===== src/logic/pdt_pkg.sv =====
// constants for the prescaled down-counter timer
package pdt_pkg;
  // =====================================
  // register indices, byte address is index times four
  localparam logic [7:0] IDX_COUNT = 8'h08;
  localparam logic [7:0] IDX_CTL = 8'h09;
  localparam logic [7:0] IDX_STS = 8'h0A;
  localparam logic [7:0] IDX_CLR = 8'h0B;
  localparam logic [7:0] IDX_EN = 8'h0C;
  // =====================================
  // control register fields
  localparam int CTL_FLAG = 7;
  localparam int CTL_MASK = 6;
  localparam int CTL_PCLR = 3;
  localparam logic [7:0] CTL_UNUSED_RD = 8'h37;
  localparam logic CTL_MASK_RST = 1'b1;
  localparam logic [7:0] COUNT_RST = 8'h00;
  localparam logic [7:0] COUNT_ONE = 8'h01;
  // =====================================
  // event bits of status, clear and enable registers
  localparam int EVT_ZERO = 0;
  localparam int EVT_WRAP = 1;
  localparam int EVT_W = 2;
  // =====================================
  // prescaler and pin path
  localparam int PRESC_W = 7;
  localparam int PIN_LAT_CYC = 3;
  localparam logic [31:0] DATA_ZERO = 32'h0000_0000;
  // =====================================
  // interrupt service sequence
  typedef enum logic [1:0] {
    SEQ_IDLE = 2'b00,
    SEQ_STACK = 2'b01,
    SEQ_VECTOR = 2'b11,
    SEQ_RUN = 2'b10
  } pdt_seq_t;
endpackage : pdt_pkg


===== src/logic/pdt_timer.sv =====
// prescaled 8-bit down-counter timer with apb registers
//
// Decided for this implementation: the APB slave port.
`timescale 1ns/100ps
// =====================================
// Operation
// - loadable 8-bit count, decrements per prescaler tick
// - 7-bit divider, build-time division up to 128
// - reaching zero sets control bit 7 flag
// - control bit 6 masks request toward processor
// - processor takes request only with global mask clear
// - take: stack state, fetch vector, run service
// - flag clears on reset or zero write; mask resets high
// - writing bit 3 clears prescaler; reads zero
// - count wraps from zero to ff, continues
// - count readable anytime without disturbing counting
// - pin rise advances prescaler after three cycles
// - clock source fixed at build time
// - control bits 5, 4 and 2 to 0 have no function
// - request raised on step from one to zero
// - cleared flag leaves no latched request
// - external interrupt served before timer interrupt
module pdt_timer #(
  parameter bit USE_EXT_PIN = 1'b0,
  parameter logic [2:0] PRESCALE_SEL = 3'd0
) (
  input wire logic pclk,
  input wire logic presetn,
  input wire logic psel,
  input wire logic penable,
  input wire logic pwrite,
  input wire logic [7:0] paddr,
  input wire logic [31:0] pwdata,
  output logic [31:0] prdata,
  output logic pready,
  output logic pslverr,
  input wire logic timer_pin,
  input wire logic insn_end,
  input wire logic global_mask,
  input wire logic ext_irq_pend,
  input wire logic service_done,
  output logic timer_req,
  output logic ext_take,
  output logic stack_save,
  output logic vector_fetch,
  output logic service_run,
  output logic irq
);
  import pdt_pkg::*;

  function automatic logic hit(input logic [7:0] a, input logic [7:0] idx);
    hit = (a == {idx[5:0], 2'b00});
  endfunction : hit

  // =====================================
  // apb decode
  logic [31:0] prdata_reg;
  logic pready_reg;
  logic pslverr_reg;
  wire setup = psel & ~penable;
  wire acc = psel & penable & pready_reg;
  wire h_cnt = hit(paddr, IDX_COUNT);
  wire h_ctl = hit(paddr, IDX_CTL);
  wire h_sts = hit(paddr, IDX_STS);
  wire h_clr = hit(paddr, IDX_CLR);
  wire h_en = hit(paddr, IDX_EN);
  wire h_any = h_cnt | h_ctl | h_sts | h_clr | h_en;
  wire wr = acc & pwrite;
  wire wr_cnt = wr & h_cnt;
  wire wr_ctl = wr & h_ctl;
  wire wr_clr = wr & h_clr;
  wire wr_en = wr & h_en;

  // =====================================
  // clock source and pin synchroniser
  logic pin_s1_reg;
  logic pin_s2_reg;
  logic pin_s3_reg;
  // pin edge seen two edges after change, so the prescaler moves on the third
  wire ext_tick = pin_s2_reg & ~pin_s3_reg;
  // a low pin gates the internal clock off
  wire int_tick = pin_s2_reg;
  wire in_tick = USE_EXT_PIN ? ext_tick : int_tick;

  always_ff @(posedge pclk or negedge presetn) begin
    if (!presetn) begin
      pin_s1_reg <= 1'b0;
      pin_s2_reg <= 1'b0;
      pin_s3_reg <= 1'b0;
    end else begin
      pin_s1_reg <= timer_pin;
      pin_s2_reg <= pin_s1_reg;
      pin_s3_reg <= pin_s2_reg;
    end
  end

  // =====================================
  // prescaler
  logic [PRESC_W-1:0] presc_reg;
  logic [PRESC_W-1:0] presc_next;
  wire [PRESC_W-1:0] presc_sel = PRESC_W'((8'h01 << PRESCALE_SEL) - 8'h01);
  wire pclr = wr_ctl & pwdata[CTL_PCLR];
  wire ps_tick = in_tick & ((presc_reg & presc_sel) == presc_sel);
  assign presc_next = pclr ? '0 : (in_tick ? presc_reg + 1'b1 : presc_reg);

  // =====================================
  // counter and flag
  logic [7:0] cnt_reg;
  logic [7:0] cnt_next;
  logic flag_reg;
  logic flag_next;
  logic mask_reg;
  logic mask_next;
  wire step = ps_tick & ~wr_cnt;
  wire zero_evt = step & (cnt_reg == COUNT_ONE);
  wire wrap_evt = step & (cnt_reg == COUNT_RST);
  // wraps through ff naturally by modular subtraction
  assign cnt_next = wr_cnt ? pwdata[7:0] : (step ? cnt_reg - 8'h01 : cnt_reg);
  // set wins over a software clear in the same cycle
  assign flag_next = zero_evt | (flag_reg & ~(wr_ctl & ~pwdata[CTL_FLAG]));
  assign mask_next = wr_ctl ? pwdata[CTL_MASK] : mask_reg;

  always_ff @(posedge pclk or negedge presetn) begin
    if (!presetn) begin
      presc_reg <= '0;
      cnt_reg <= COUNT_RST;
      flag_reg <= 1'b0;
      mask_reg <= CTL_MASK_RST;
    end else begin
      presc_reg <= presc_next;
      cnt_reg <= cnt_next;
      flag_reg <= flag_next;
      mask_reg <= mask_next;
    end
  end

  // =====================================
  // event status, enable, interrupt line
  logic [EVT_W-1:0] sts_reg;
  logic [EVT_W-1:0] sts_next;
  logic [EVT_W-1:0] en_reg;
  logic [EVT_W-1:0] en_next;
  logic irq_reg;
  wire [EVT_W-1:0] evt = {wrap_evt, zero_evt};
  assign sts_next = evt | (sts_reg & ~(wr_clr ? pwdata[EVT_W-1:0] : '0));
  assign en_next = wr_en ? pwdata[EVT_W-1:0] : en_reg;

  always_ff @(posedge pclk or negedge presetn) begin
    if (!presetn) begin
      sts_reg <= '0;
      en_reg <= '0;
      irq_reg <= 1'b0;
    end else begin
      sts_reg <= sts_next;
      en_reg <= en_next;
      irq_reg <= |(sts_next & en_next);
    end
  end

  // =====================================
  // register read and bus answer
  // bit 3 always reads zero so read-modify-write never clears the prescaler
  wire [7:0] ctl_rd = {flag_reg, mask_reg, 6'b00_0000} | CTL_UNUSED_RD;
  wire [31:0] rd_mux =
    h_cnt ? {24'h00_0000, cnt_reg} :
    h_ctl ? {24'h00_0000, ctl_rd} :
    h_sts ? {30'h0000_0000, sts_reg} :
    h_en ? {30'h0000_0000, en_reg} : DATA_ZERO;

  always_ff @(posedge pclk or negedge presetn) begin
    if (!presetn) begin
      prdata_reg <= DATA_ZERO;
      pready_reg <= 1'b0;
      pslverr_reg <= 1'b0;
    end else begin
      pready_reg <= setup;
      prdata_reg <= (setup & ~pwrite) ? rd_mux : DATA_ZERO;
      pslverr_reg <= setup & ~h_any;
    end
  end

  // =====================================
  // processor-side interrupt acceptance
  pdt_seq_t seq_reg;
  pdt_seq_t seq_next;
  logic timer_req_reg;
  logic ext_take_reg;
  // request follows the flag directly, nothing else latches it
  wire treq = flag_reg & ~mask_reg;
  wire decide = insn_end & (seq_reg == SEQ_IDLE) & ~global_mask;
  wire take_ext = decide & ext_irq_pend;
  wire take_tmr = decide & ~ext_irq_pend & treq;

  always_comb begin
    case (seq_reg)
      SEQ_IDLE: seq_next = take_tmr ? SEQ_STACK : SEQ_IDLE;
      SEQ_STACK: seq_next = SEQ_VECTOR;
      SEQ_VECTOR: seq_next = SEQ_RUN;
      SEQ_RUN: seq_next = service_done ? SEQ_IDLE : SEQ_RUN;
      default: seq_next = SEQ_IDLE;
    endcase
  end

  always_ff @(posedge pclk or negedge presetn) begin
    if (!presetn) begin
      seq_reg <= SEQ_IDLE;
      timer_req_reg <= 1'b0;
      ext_take_reg <= 1'b0;
    end else begin
      seq_reg <= seq_next;
      timer_req_reg <= flag_next & ~mask_next;
      ext_take_reg <= take_ext;
    end
  end

  logic stack_reg;
  logic vect_reg;
  logic run_reg;
  always_ff @(posedge pclk or negedge presetn) begin
    if (!presetn) begin
      stack_reg <= 1'b0;
      vect_reg <= 1'b0;
      run_reg <= 1'b0;
    end else begin
      stack_reg <= (seq_next == SEQ_STACK);
      vect_reg <= (seq_next == SEQ_VECTOR);
      run_reg <= (seq_next == SEQ_RUN);
    end
  end

  assign prdata = prdata_reg;
  assign pready = pready_reg;
  assign pslverr = pslverr_reg;
  assign timer_req = timer_req_reg;
  assign ext_take = ext_take_reg;
  assign stack_save = stack_reg;
  assign vector_fetch = vect_reg;
  assign service_run = run_reg;
  assign irq = irq_reg;

  // =====================================
  // assertions
  property p_dec;
    @(posedge pclk) disable iff (!presetn)
    step |=> cnt_reg == 8'($past(cnt_reg) - 8'h01);
  endproperty
  a_dec: assert property (p_dec) else $error("count did not step down");

  property p_presc_clr;
    @(posedge pclk) disable iff (!presetn)
    pclr |=> presc_reg == '0;
  endproperty
  a_presc_clr: assert property (p_presc_clr) else $error("prescaler not cleared");

  property p_rd_bit3;
    @(posedge pclk) disable iff (!presetn)
    setup & ~pwrite & h_ctl |=> pready_reg & ~prdata_reg[CTL_PCLR] & (prdata_reg[5:4] == 2'b11);
  endproperty
  a_rd_bit3: assert property (p_rd_bit3) else $error("control read wrong");

  property p_zero;
    @(posedge pclk) disable iff (!presetn)
    step & (cnt_reg == COUNT_ONE) |=> flag_reg & (cnt_reg == COUNT_RST);
  endproperty
  a_zero: assert property (p_zero) else $error("flag not set at zero");

  property p_req;
    @(posedge pclk) disable iff (!presetn)
    timer_req_reg == (flag_reg & ~mask_reg);
  endproperty
  a_req: assert property (p_req) else $error("request not tied to flag and mask");

  property p_take;
    @(posedge pclk) disable iff (!presetn)
    take_tmr |=> stack_save ##1 vector_fetch ##1 service_run;
  endproperty
  a_take: assert property (p_take) else $error("service sequence broken");

  property p_gmask;
    @(posedge pclk) disable iff (!presetn)
    (seq_reg == SEQ_IDLE) & global_mask |=> ~stack_save & ~ext_take;
  endproperty
  a_gmask: assert property (p_gmask) else $error("taken while masked");

  property p_ext_first;
    @(posedge pclk) disable iff (!presetn)
    decide & ext_irq_pend & treq |=> ext_take & ~stack_save;
  endproperty
  a_ext_first: assert property (p_ext_first) else $error("timer beat external");

  property p_load;
    @(posedge pclk) disable iff (!presetn)
    wr_cnt |=> (cnt_reg == $past(pwdata[7:0]))
      & (presc_reg == PRESC_W'($past(presc_reg) + $past(in_tick)));
  endproperty
  a_load: assert property (p_load) else $error("count load wrong");

  property p_pin_lat;
    @(posedge pclk) disable iff (!presetn)
    USE_EXT_PIN & $rose(pin_s2_reg) |-> $past(timer_pin, 2) & ~$past(timer_pin, 3);
  endproperty
  a_pin_lat: assert property (p_pin_lat) else $error("pin latency not three");

  property p_flag_hold;
    @(posedge pclk) disable iff (!presetn)
    flag_reg & ~(wr_ctl & ~pwdata[CTL_FLAG]) |=> flag_reg;
  endproperty
  a_flag_hold: assert property (p_flag_hold) else $error("flag dropped on its own");

  property p_flag_clr;
    @(posedge pclk) disable iff (!presetn)
    wr_ctl & ~pwdata[CTL_FLAG] & ~zero_evt |=> ~flag_reg;
  endproperty
  a_flag_clr: assert property (p_flag_clr) else $error("flag not cleared by write");

  property p_wrap;
    @(posedge pclk) disable iff (!presetn)
    step & (cnt_reg == COUNT_RST) |=> &cnt_reg;
  endproperty
  a_wrap: assert property (p_wrap) else $error("count did not wrap to ff");

  property p_hold;
    @(posedge pclk) disable iff (!presetn)
    ~step & ~wr_cnt |=> $stable(cnt_reg);
  endproperty
  a_hold: assert property (p_hold) else $error("count moved without a tick");

  property p_mask_wr;
    @(posedge pclk) disable iff (!presetn)
    wr_ctl |=> mask_reg == $past(pwdata[CTL_MASK]);
  endproperty
  a_mask_wr: assert property (p_mask_wr) else $error("mask write lost");

  property p_presc_inc;
    @(posedge pclk) disable iff (!presetn)
    in_tick & ~pclr |=> presc_reg == PRESC_W'($past(presc_reg) + 1'b1);
  endproperty
  a_presc_inc: assert property (p_presc_inc) else $error("prescaler did not advance");

  property p_irq;
    @(posedge pclk) disable iff (!presetn)
    irq_reg == |(sts_reg & en_reg);
  endproperty
  a_irq: assert property (p_irq) else $error("irq not tied to status and enable");
endmodule : pdt_timer


===== config.mk =====
export PLATFORM = sky130hd
export DESIGN_NAME = pdt_timer
export DESIGN_NICKNAME = d
export VERILOG_FILES = /design/src/logic/pdt_pkg.sv /design/src/logic/pdt_timer.sv
export SDC_FILE = /design/constraint.sdc
export NUM_CORES = 1
export LEC_CHECK = 0
export BUFFER_PORTS_ARGS = -buffer_cell sky130_fd_sc_hd__buf_2
export CAP_MARGIN = 15
export CORE_UTILIZATION = 48
export CTS_CLUSTER_SIZE = 12
export DETAILED_ROUTE_END_ITERATION = 10
export PLACE_DENSITY_LB_ADDON = 0.15
export SETUP_SLACK_MARGIN = 0.05
export SLEW_MARGIN = 30
export SYNTH_ARGS = -nofsm -noshare
export SYNTH_HDL_FRONTEND = slang
export SYNTH_SLANG_ARGS = --single-unit

===== constraint.sdc =====
create_clock -name pclk -period 3.3 [get_ports pclk]
set_clock_uncertainty 0.15 [all_clocks]
set_input_delay 0.66 -clock pclk [delete_from_list [all_inputs] [get_ports pclk]]
set_output_delay 0.66 -clock pclk [all_outputs]
set_load 0.05 [all_outputs]

==> results.json, run 1 <==
{
  "worst_ep_arrival_time_ns": 2.57,
  "r2r_end": "irq$_DFF_PN0_",
  "synth_area_um2": 1720,
  "async_reset_ff_share_pct": 100,
  "drv_slew": 0,
  "max_slew_margin_pct": 52.9,
  "cts_tree": "yes",
  "status": "completed",
  "ys_ff_latch": 34,
  "core_area_um2": 3390,
  "cts-root-buf": "clkbuf_4",
  "hp-class": "reg -> reg",
  "syn-instance-count": 167,
  "grt_pass1_wl_um": 4890,
  "mostFrequentLayoutCell": "buf_2",
  "port_buffers": 41,
  "dpl.hpwl_um": 2440,
  "drc": 0,
  "finalSetupTns_ns": 0,
  "cts-buffers-inserted": 5,
  "clk_latency_ns": 0.31,
  "rrSetupSlack_ns": 1.24,
  "track_usage_pct": 18.0,
  "antenna_found_initial": 0,
  "diodes": 0,
  "dieArea_um2": 3840,
  "clock-sinks": 34,
  "globalplace.congestion": 0.842,
  "synth.largest_area_cell": "dfrtp_1",
  "viasPerCell": 4.85,
  "crit_path_start_kind": "input pin",
  "overflow": 0,
  "path_max_fanout": 17,
  "cts_resized": 0,
  "worstHoldStart": "pin_s1_reg$_DFF_PN0_",
  "synthFlopType": "dfrtp_1",
  "synth_area_leaders": "dfrtp_1 (48%), buf_4 (10%), nor2_1 (4.1%), a21oi_1 (2.6%), xnor2_1 (2.0%)",
  "cts_max_level": 2,
  "layout_common_cells": "buf_2 (41), dfrtp_1 (33), conb_1 (24)",
  "drt-initial-drc-count": 52,
  "place_ws_ns": 0.468,
  "worst_pin_slew_ns": 0.706,
  "route.vias.total": 1252,
  "synth-warning-count": 0,
  "ys_seq_area_share_pct": 49.4,
  "whs_path_depth": 0,
  "fmax_ghz": 0.399,
  "nets": 263,
  "reg2reg_depth": 5,
  "drive_above_1_share_pct": 28.3,
  "row_count": 21,
  "period_needed_ns": 2.50,
  "grt_max_degree": 35,
  "dr.pass1.iters": 4,
  "area_growth_pct": 13.3,
  "holdPathEnd": "in_tick$_DFF_PN0_",
  "rsz0062_at_grt": "false",
  "cts_hold_buffers": 0,
  "powerDensity_nw_per_um2": 517,
  "hold_violations": 0,
  "critPathKind": "in -> reg",
  "post_cts_buffers": 0,
  "endpoint_kind": "flip-flop",
  "avgSynthCellArea_um2": 10.3,
  "synth_top_cell_area_share_pct": 47.9,
  "drt_wl_total_um": 3070,
  "clk_pin_slew_worst_paths_ns": 0.10,
  "die_h_um": 61.9,
  "post-route-period-util_pct": 75.9,
  "ios": 90,
  "setup_viol": 0,
  "setup_slack_ns": 0.796,
  "r2r-start": "pready$_DFF_PN0_",
  "synth_edf_count": 0,
  "synth.distinct_cells": 40,
  "grt_pass1_vias": 1107,
  "crit_required_ns": 3.36,
  "cts_buffer_depth": 2,
  "wl_per_cell_um": 11.9,
  "fillCellCount": 315,
  "ir_worst_vdd_v": 0.000391,
  "cap_violations": 0,
  "ant_nets": 0,
  "start_util_pct": 50.9,
  "p_leak_uw": 0.000991,
  "chipWidth_um": 61.9
}
==> where the power goes <==
part	total [uW]	leakage [uW]	switching, uW	internal (uW)
Clock	270	0.0000446	125	146
Sequential	513	0.000437	53.5	460
Combinational	227	0.000509	143	83.9
Total	1010	0.000991	321	689
==> area by class of cell <==
class,count,area (um^2),share of cell area [%]
inverter,8,30.0,1.54
multi-input combinational,121,729,37.3
clock buffer,8,78.8,4.04
sequential,34,852,43.6
tap,46,57.6,2.95
timing repair buffer,41,205,10.5
==> layer usage <==
layer | routed length (um) | share of wire [%] | GRT usage [%]
met5 | 0 | 0 | 0
met4 | 24 | 0.78 | 6.03
met3 | 184 | 6.0 | 3.73
met2 | 1500 | 49 | 30.9
met1 | 1360 | 44 | 22.7
==> logic make-up after synthesis <==
kind of cell / after synthesis / share of synthesized area, %
flip-flops: 34 / 49.4
buffers and inverters: 35 / 13.3
multiplexers: 4 / 2.54
adder cells (fa/ha/maj): 2 / 1.45
AND/OR/NAND/NOR: 60 / 19.2
AO/OA/AOI/OAI: 24 / 10.3
other: 1 / 0.217
XOR/XNOR: 7 / 3.56
==> Yosys cell counts, types with 2 or more instances <==
cell and instances:
dfrtp_1 33, buf_4 24, nor2_1 19, a21oi_1 9
nand2_1 9, inv_1 8, nor3_1 6, o21ai_0 5
xnor2_1 4, and3_1 3, mux2_2 3, nor4_1 3
xor2_1 3, a221oi_1 2, a22oi_1 2, clkbuf_1 2
ha_1 2, nand2b_1 2, nand4_1 2, nor2b_1 2
nor3b_1 2, o21bai_1 2, or3_1 2, or4_4 2
==> worst max-delay path, cell delays in order <==
cell and delay [ns]:
buf_2 0.17, or4_4 0.57, or4_4 0.63, nand3b_4 0.15, a2bb2oi_4 0.16, a2bb2o_4 0.23
==> per-stage QoR <==
step                      area, um^2  hold WS [ns]  util, %  std cells  power (uW)
after global placement          1870         0.185     55.3        250         737
after CTS                       1950         0.210     57.6        258        1020
after detailed placement        1870         0.188     55.3        250         749
after floorplan                 1810         0.181        -        190         707
final                           1950         0.206     57.6        258        1010
after global routing            1950         0.214     57.6        258        1080
==> worst max path at each step <==
stage	to	slack, ns	start	cells past startpoint
after floorplan	irq$_DFF_PN0_	0.77	paddr[3]	6
after global placement	irq$_DFF_PN0_	0.49	paddr[3]	6
after detailed placement	irq$_DFF_PN0_	0.47	paddr[3]	6
after CTS	irq$_DFF_PN0_	0.81	paddr[3]	6
after global routing	irq$_DFF_PN0_	0.77	paddr[3]	6
final	irq$_DFF_PN0_	0.80	paddr[3]	6
No activity file was read; power rests on OpenSTA's default activity.
==> run 2: changes to the inputs <==
--- a/config.mk
+++ b/config.mk
@@ -7,7 +7,7 @@
 export LEC_CHECK = 0
 export BUFFER_PORTS_ARGS = -buffer_cell sky130_fd_sc_hd__buf_2
 export CAP_MARGIN = 15
-export CORE_UTILIZATION = 48
+export CORE_UTILIZATION = 45
 export CTS_CLUSTER_SIZE = 12
 export DETAILED_ROUTE_END_ITERATION = 10
 export PLACE_DENSITY_LB_ADDON = 0.15
==> constraint.sdc (replaced) <==
create_clock -name pclk -period 2.4 [get_ports pclk]
set_clock_uncertainty 0.15 [all_clocks]
set_input_delay 0.48 -clock pclk [delete_from_list [all_inputs] [get_ports pclk]]
set_output_delay 0.48 -clock pclk [all_outputs]
set_load 0.05 [all_outputs]
==> results.json, run 2 (synthesized netlist as in run 1, its figures left out) <==
{
  "status": "completed",
  "grt_pass1_wl_um": 5240,
  "core_area_um2": 3660,
  "diodes": 0,
  "grt_max_degree": 35,
  "ir_worst_vdd_v": 0.000418,
  "setup_viol": 0,
  "cts-root-buf": "clkbuf_8",
  "power_frac_clock_pct": 27.7,
  "track_usage_pct": 17.4,
  "overflow": 0,
  "worst_ep_arrival_time_ns": 2.19,
  "rsz0062_at_grt": "false",
  "period_needed_ns": 2.16,
  "clk_latency_ns": 0.28,
  "endpoint_kind": "flip-flop",
  "worst_pin_slew_ns": 0.708,
  "cap_violations": 0,
  "cts_tree": "yes",
  "clock-sinks": 34,
  "drive_above_1_share_pct": 29.8,
  "cts-buffers-inserted": 5,
  "fmax_ghz": 0.463,
  "crit_path_start_kind": "input pin",
  "route.vias.total": 1268,
  "critPathKind": "in -> reg",
  "mostFrequentLayoutCell": "buf_2",
  "die_h_um": 63.9,
  "dr.pass1.iters": 4,
  "row_count": 22,
  "antenna_found_initial": 0,
  "layout_common_cells": "buf_2 (41), dfrtp_1 (33), conb_1 (24)",
  "fillCellCount": 343,
  "power_frac_seq_pct": 49.8,
  "clk_pin_slew_worst_paths_ns": 0.06,
  "port_buffers": 41,
  "ant_nets": 0,
  "dpl.hpwl_um": 2550,
  "hold_violations": 0,
  "dieArea_um2": 4080,
  "drv_slew": 0,
  "intPower_uw": 951,
  "cts_hold_buffers": 0,
  "max_slew_margin_pct": 52.8,
  "drc": 0,
  "grt_pass1_vias": 1147,
  "drt-initial-drc-count": 74,
  "cts_max_level": 2,
  "cts_resized": 0,
  "combPwrFrac_pct": 22.5,
  "chipWidth_um": 63.9,
  "globalplace.congestion": 0.775,
  "wl_per_cell_um": 12.4,
  "place_ws_ns": -0.0577,
  "p_leak_uw": 0.00102,
  "ff_latch_area_um2": 852,
  "start_util_pct": 47.1,
  "ios": 90,
  "post_cts_buffers": 0,
  "multi_input_area_um2": 729,
  "p_sw_uw": 467,
  "dp_cells": 258,
  "crit_required_ns": 2.43,
  "viasPerCell": 4.77,
  "cts_buffer_depth": 2,
  "hp-class": "in -> async",
  "instances_no_fill": 266,
  "powerDensity_nw_per_um2": 708,
  "path_max_fanout": 5,
  "post-route-period-util_pct": 90.0,
  "switching_share_pct": 33.0,
  "drt_wl_total_um": 3290,
  "nets": 269,
  "setup_slack_ns": 0.240,
  "area_growth_pct": 16.3
}
-- run 2: cell count changes in the layout (fill, tap and decap cells not counted) --
cell      before  now
clkbuf_4       5    0
clkbuf_1       0    1
clkbuf_8       3    5
clkinv_2       0    2
buf_4          0    6
-- run 2: per-stage QoR --
stage | power (uW) | util [%] | instance area, um^2 | TNS [ns] | hold WS [ns]
floorplan | 972 | - | 1810 | 0 | 0.0344
global placement | 1020 | 52.5 | 1920 | -0.0308 | 0.186
detailed placement | 1040 | 52.5 | 1920 | -0.0577 | 0.191
CTS | 1440 | 54.8 | 2000 | 0 | 0.117
global route | 1510 | 54.8 | 2000 | 0 | 0.141
finish | 1420 | 54.8 | 2000 | 0 | 0.0908
-- run 2: layout make-up --
type	instances	share of cell area, %
tap	48	3.00
clock buffer	6	3.62
clock inverter	2	0.499
multi-input combinational	121	36.4
timing repair buffer	47	12.5
inverter	8	1.50
sequential	34	42.5
-- run 2: power by group through the flow --
stage          registers (uW)  clock network [uW]  logic [uW]
2_1_floorplan             701                   0         271
3_3_place_gp              710                   0         308
3_5_place_dp              716                   0         321
4_1_cts                   706                 406         324
5_1_grt                   716                 435         354
6_report                  706                 392         319
-- run 2: layer usage --
metal  global-route usage [%]  wire length, um
met1                     23.0             1460
met2                     26.5             1540
met3                     5.00              240
met4                     7.67               46
met5                        0                0
-- run 2: worst paths after layout --
path                       slack [ns]                   start                endpoint  cells after the start
max reg2reg                      0.43  cnt_reg[2]$_DFFE_PN0P_           irq$_DFF_PN0_                      5
min reg2reg                      0.20    pin_s1_reg$_DFF_PN0_       in_tick$_DFF_PN0_                      0
min                              0.09                 presetn       pslverr$_DFF_PN0_                      1
max                              0.24                paddr[2]           irq$_DFF_PN0_                      6
min in group pclk                0.16               timer_pin    pin_s1_reg$_DFF_PN0_                      1
max in group asynchronous        1.55                 presetn  vector_fetch$_DFF_PN0_                      1
-- run 2: critical path, stage by stage --
cell and delay (ns):
buf_2 0.13, or4_4 0.54, or4_4 0.52, nand3b_4 0.12, a2bb2oi_4 0.16, a2bb2o_4 0.23
==> run 3: changes to the inputs <==
--- a/config.mk
+++ b/config.mk
@@ -7,7 +7,7 @@
 export LEC_CHECK = 0
 export BUFFER_PORTS_ARGS = -buffer_cell sky130_fd_sc_hd__buf_2
 export CAP_MARGIN = 15
-export CORE_UTILIZATION = 45
+export CORE_UTILIZATION = 48
 export CTS_CLUSTER_SIZE = 12
 export DETAILED_ROUTE_END_ITERATION = 10
 export PLACE_DENSITY_LB_ADDON = 0.15
==> constraint.sdc (replaced) <==
create_clock -name pclk -period 2.49 [get_ports pclk]
set_clock_uncertainty 0.15 [all_clocks]
set_input_delay 0.498 -clock pclk [delete_from_list [all_inputs] [get_ports pclk]]
set_output_delay 0.498 -clock pclk [all_outputs]
set_load 0.05 [all_outputs]
==> results.json, run 3 (synthesized netlist as in run 1, its figures left out) <==
{
  "cts_buffer_depth": 2,
  "worst_pin_slew_ns": 0.714,
  "total_power_uw": 1300,
  "cp.buffers_inverters": 1,
  "crit_path_top_delay_cell": "or4_4",
  "finalSetupTns_ns": 0,
  "hp-class": "in -> async",
  "p_leak_uw": 0.000996,
  "nets": 266,
  "overflow": 0,
  "critical_path.cell_chain": "buf_2 > or4_4 > or4_4 > nand3b_4 > a2bb2oi_4 > a2bb2o_4",
  "crit_required_ns": 2.58,
  "stdcell_area_um2": 1960,
  "rrSetupSlack_ns": 0.45,
  "grt_pass1_vias": 1098,
  "dieArea_um2": 3840,
  "crit_path_start": "paddr[2]",
  "rsz0062_at_grt": "false",
  "drc": 0,
  "period_needed_ns": 2.11,
  "clk_latency_ns": 0.33,
  "worst_ep_arrival_time_ns": 2.20,
  "grt_max_degree": 35,
  "post_cts_buffers": 0,
  "dpl-instance-area_um2": 1900,
  "ir_worst_vdd_v": 0.000380,
  "globalplace.congestion": 0.828,
  "route.vias.total": 1260,
  "dpl.hpwl_um": 2420,
  "powerDensity_nw_per_um2": 663,
  "cts_tree": "yes",
  "setup_viol": 0,
  "clk_pin_slew_worst_paths_ns": 0.10,
  "reg2reg_depth": 5,
  "setup_slack_ns": 0.379,
  "critPathKind": "in -> reg",
  "wl_per_cell_um": 11.9,
  "clock-sinks": 34,
  "drv_slew": 0,
  "max_slew_margin_pct": 52.4,
  "diodes": 0,
  "antenna_found_initial": 0,
  "slowest_delay_ns": 0.53,
  "drive_above_1_share_pct": 28.8,
  "viasPerCell": 4.83,
  "core_area_um2": 3390,
  "cts_hold_buffers": 0,
  "layout_common_cells": "buf_2 (41), dfrtp_1 (33), conb_1 (24)",
  "port_buffers": 41,
  "path_delay_family": "simple AND/OR/NAND/NOR gates",
  "hold_violations": 0,
  "fillCellCount": 307,
  "row_count": 21,
  "cts-root-buf": "clkbuf_4",
  "area_growth_pct": 13.5,
  "path_max_fanout": 5,
  "cap_violations": 0,
  "path_common_cell": "or4_4",
  "post-route-period-util_pct": 84.8,
  "endpoint_kind": "flip-flop",
  "crit_path_start_kind": "input pin",
  "ant_nets": 0,
  "r2r-start": "cnt_reg[2]$_DFFE_PN0P_",
  "instances_no_fill": 261,
  "fmax_ghz": 0.474,
  "place_ws_ns": 0.0221,
  "drt_wl_total_um": 3110,
  "mostFrequentLayoutCell": "buf_2",
  "r2r_end": "timer_req$_DFF_PN0_",
  "start_util_pct": 50.9,
  "drt-initial-drc-count": 47,
  "ios": 90,
  "dr.pass1.iters": 4,
  "cts_resized": 0,
  "cts_max_level": 2,
  "track_usage_pct": 18.3,
  "status": "completed",
  "grt_pass1_wl_um": 4900,
  "die_h_um": 61.9,
  "dp_cells": 253,
  "chipWidth_um": 61.9,
  "cts-buffers-inserted": 5
}
[run 3: routing by layer]
layer	up-vias	share of wire [%]	global-route usage, %
met1	593	46	23.5
met2	47	47	28.4
met4	0	1.5	8.89
met5	-	0	0
met3	6	5.8	5.18
li1	614	-	-
[run 3: how the worst max path moves through the flow]
| stage | to | slack (ns) | cells past startpoint |
|---|---|---|---|
| 2_1_floorplan | irq$_DFF_PN0_ | 0.13 | 6 |
| 3_3_place_gp | irq$_DFF_PN0_ | 0.04 | 6 |
| 3_5_place_dp | irq$_DFF_PN0_ | 0.02 | 6 |
| 4_1_cts | irq$_DFF_PN0_ | 0.39 | 6 |
| 5_1_grt | timer_req$_DFF_PN0_ | 0.34 | 5 |
| 6_report | irq$_DFF_PN0_ | 0.38 | 6 |
[run 3: area by class of cell]
cell class,instances,area [um^2],area share [%]
Tap cell,46,57.6,2.94
Inverter,8,30.0,1.53
Multi-Input combinational cell,121,729,37.3
Clock inverter,1,5.00,0.256
Timing Repair Buffer,44,228,11.6
Sequential cell,34,852,43.5
Clock buffer,7,55.1,2.81
[run 3: where the power goes]
part | internal [uW] | total, uW | switching (uW)
combinational | 114 | 307 | 193
clock | 137 | 308 | 171
sequential | 609 | 683 | 73.7
total | 859 | 1300 | 438
[run 3: through the flow]
step	hold slack, ns	util (%)
after global placement	0.185	56.0
final	0.0531	57.7
after floorplan	0.0524	-
after CTS	0.0717	57.7
after detailed placement	0.197	56.0
after global routing	0.0883	57.7
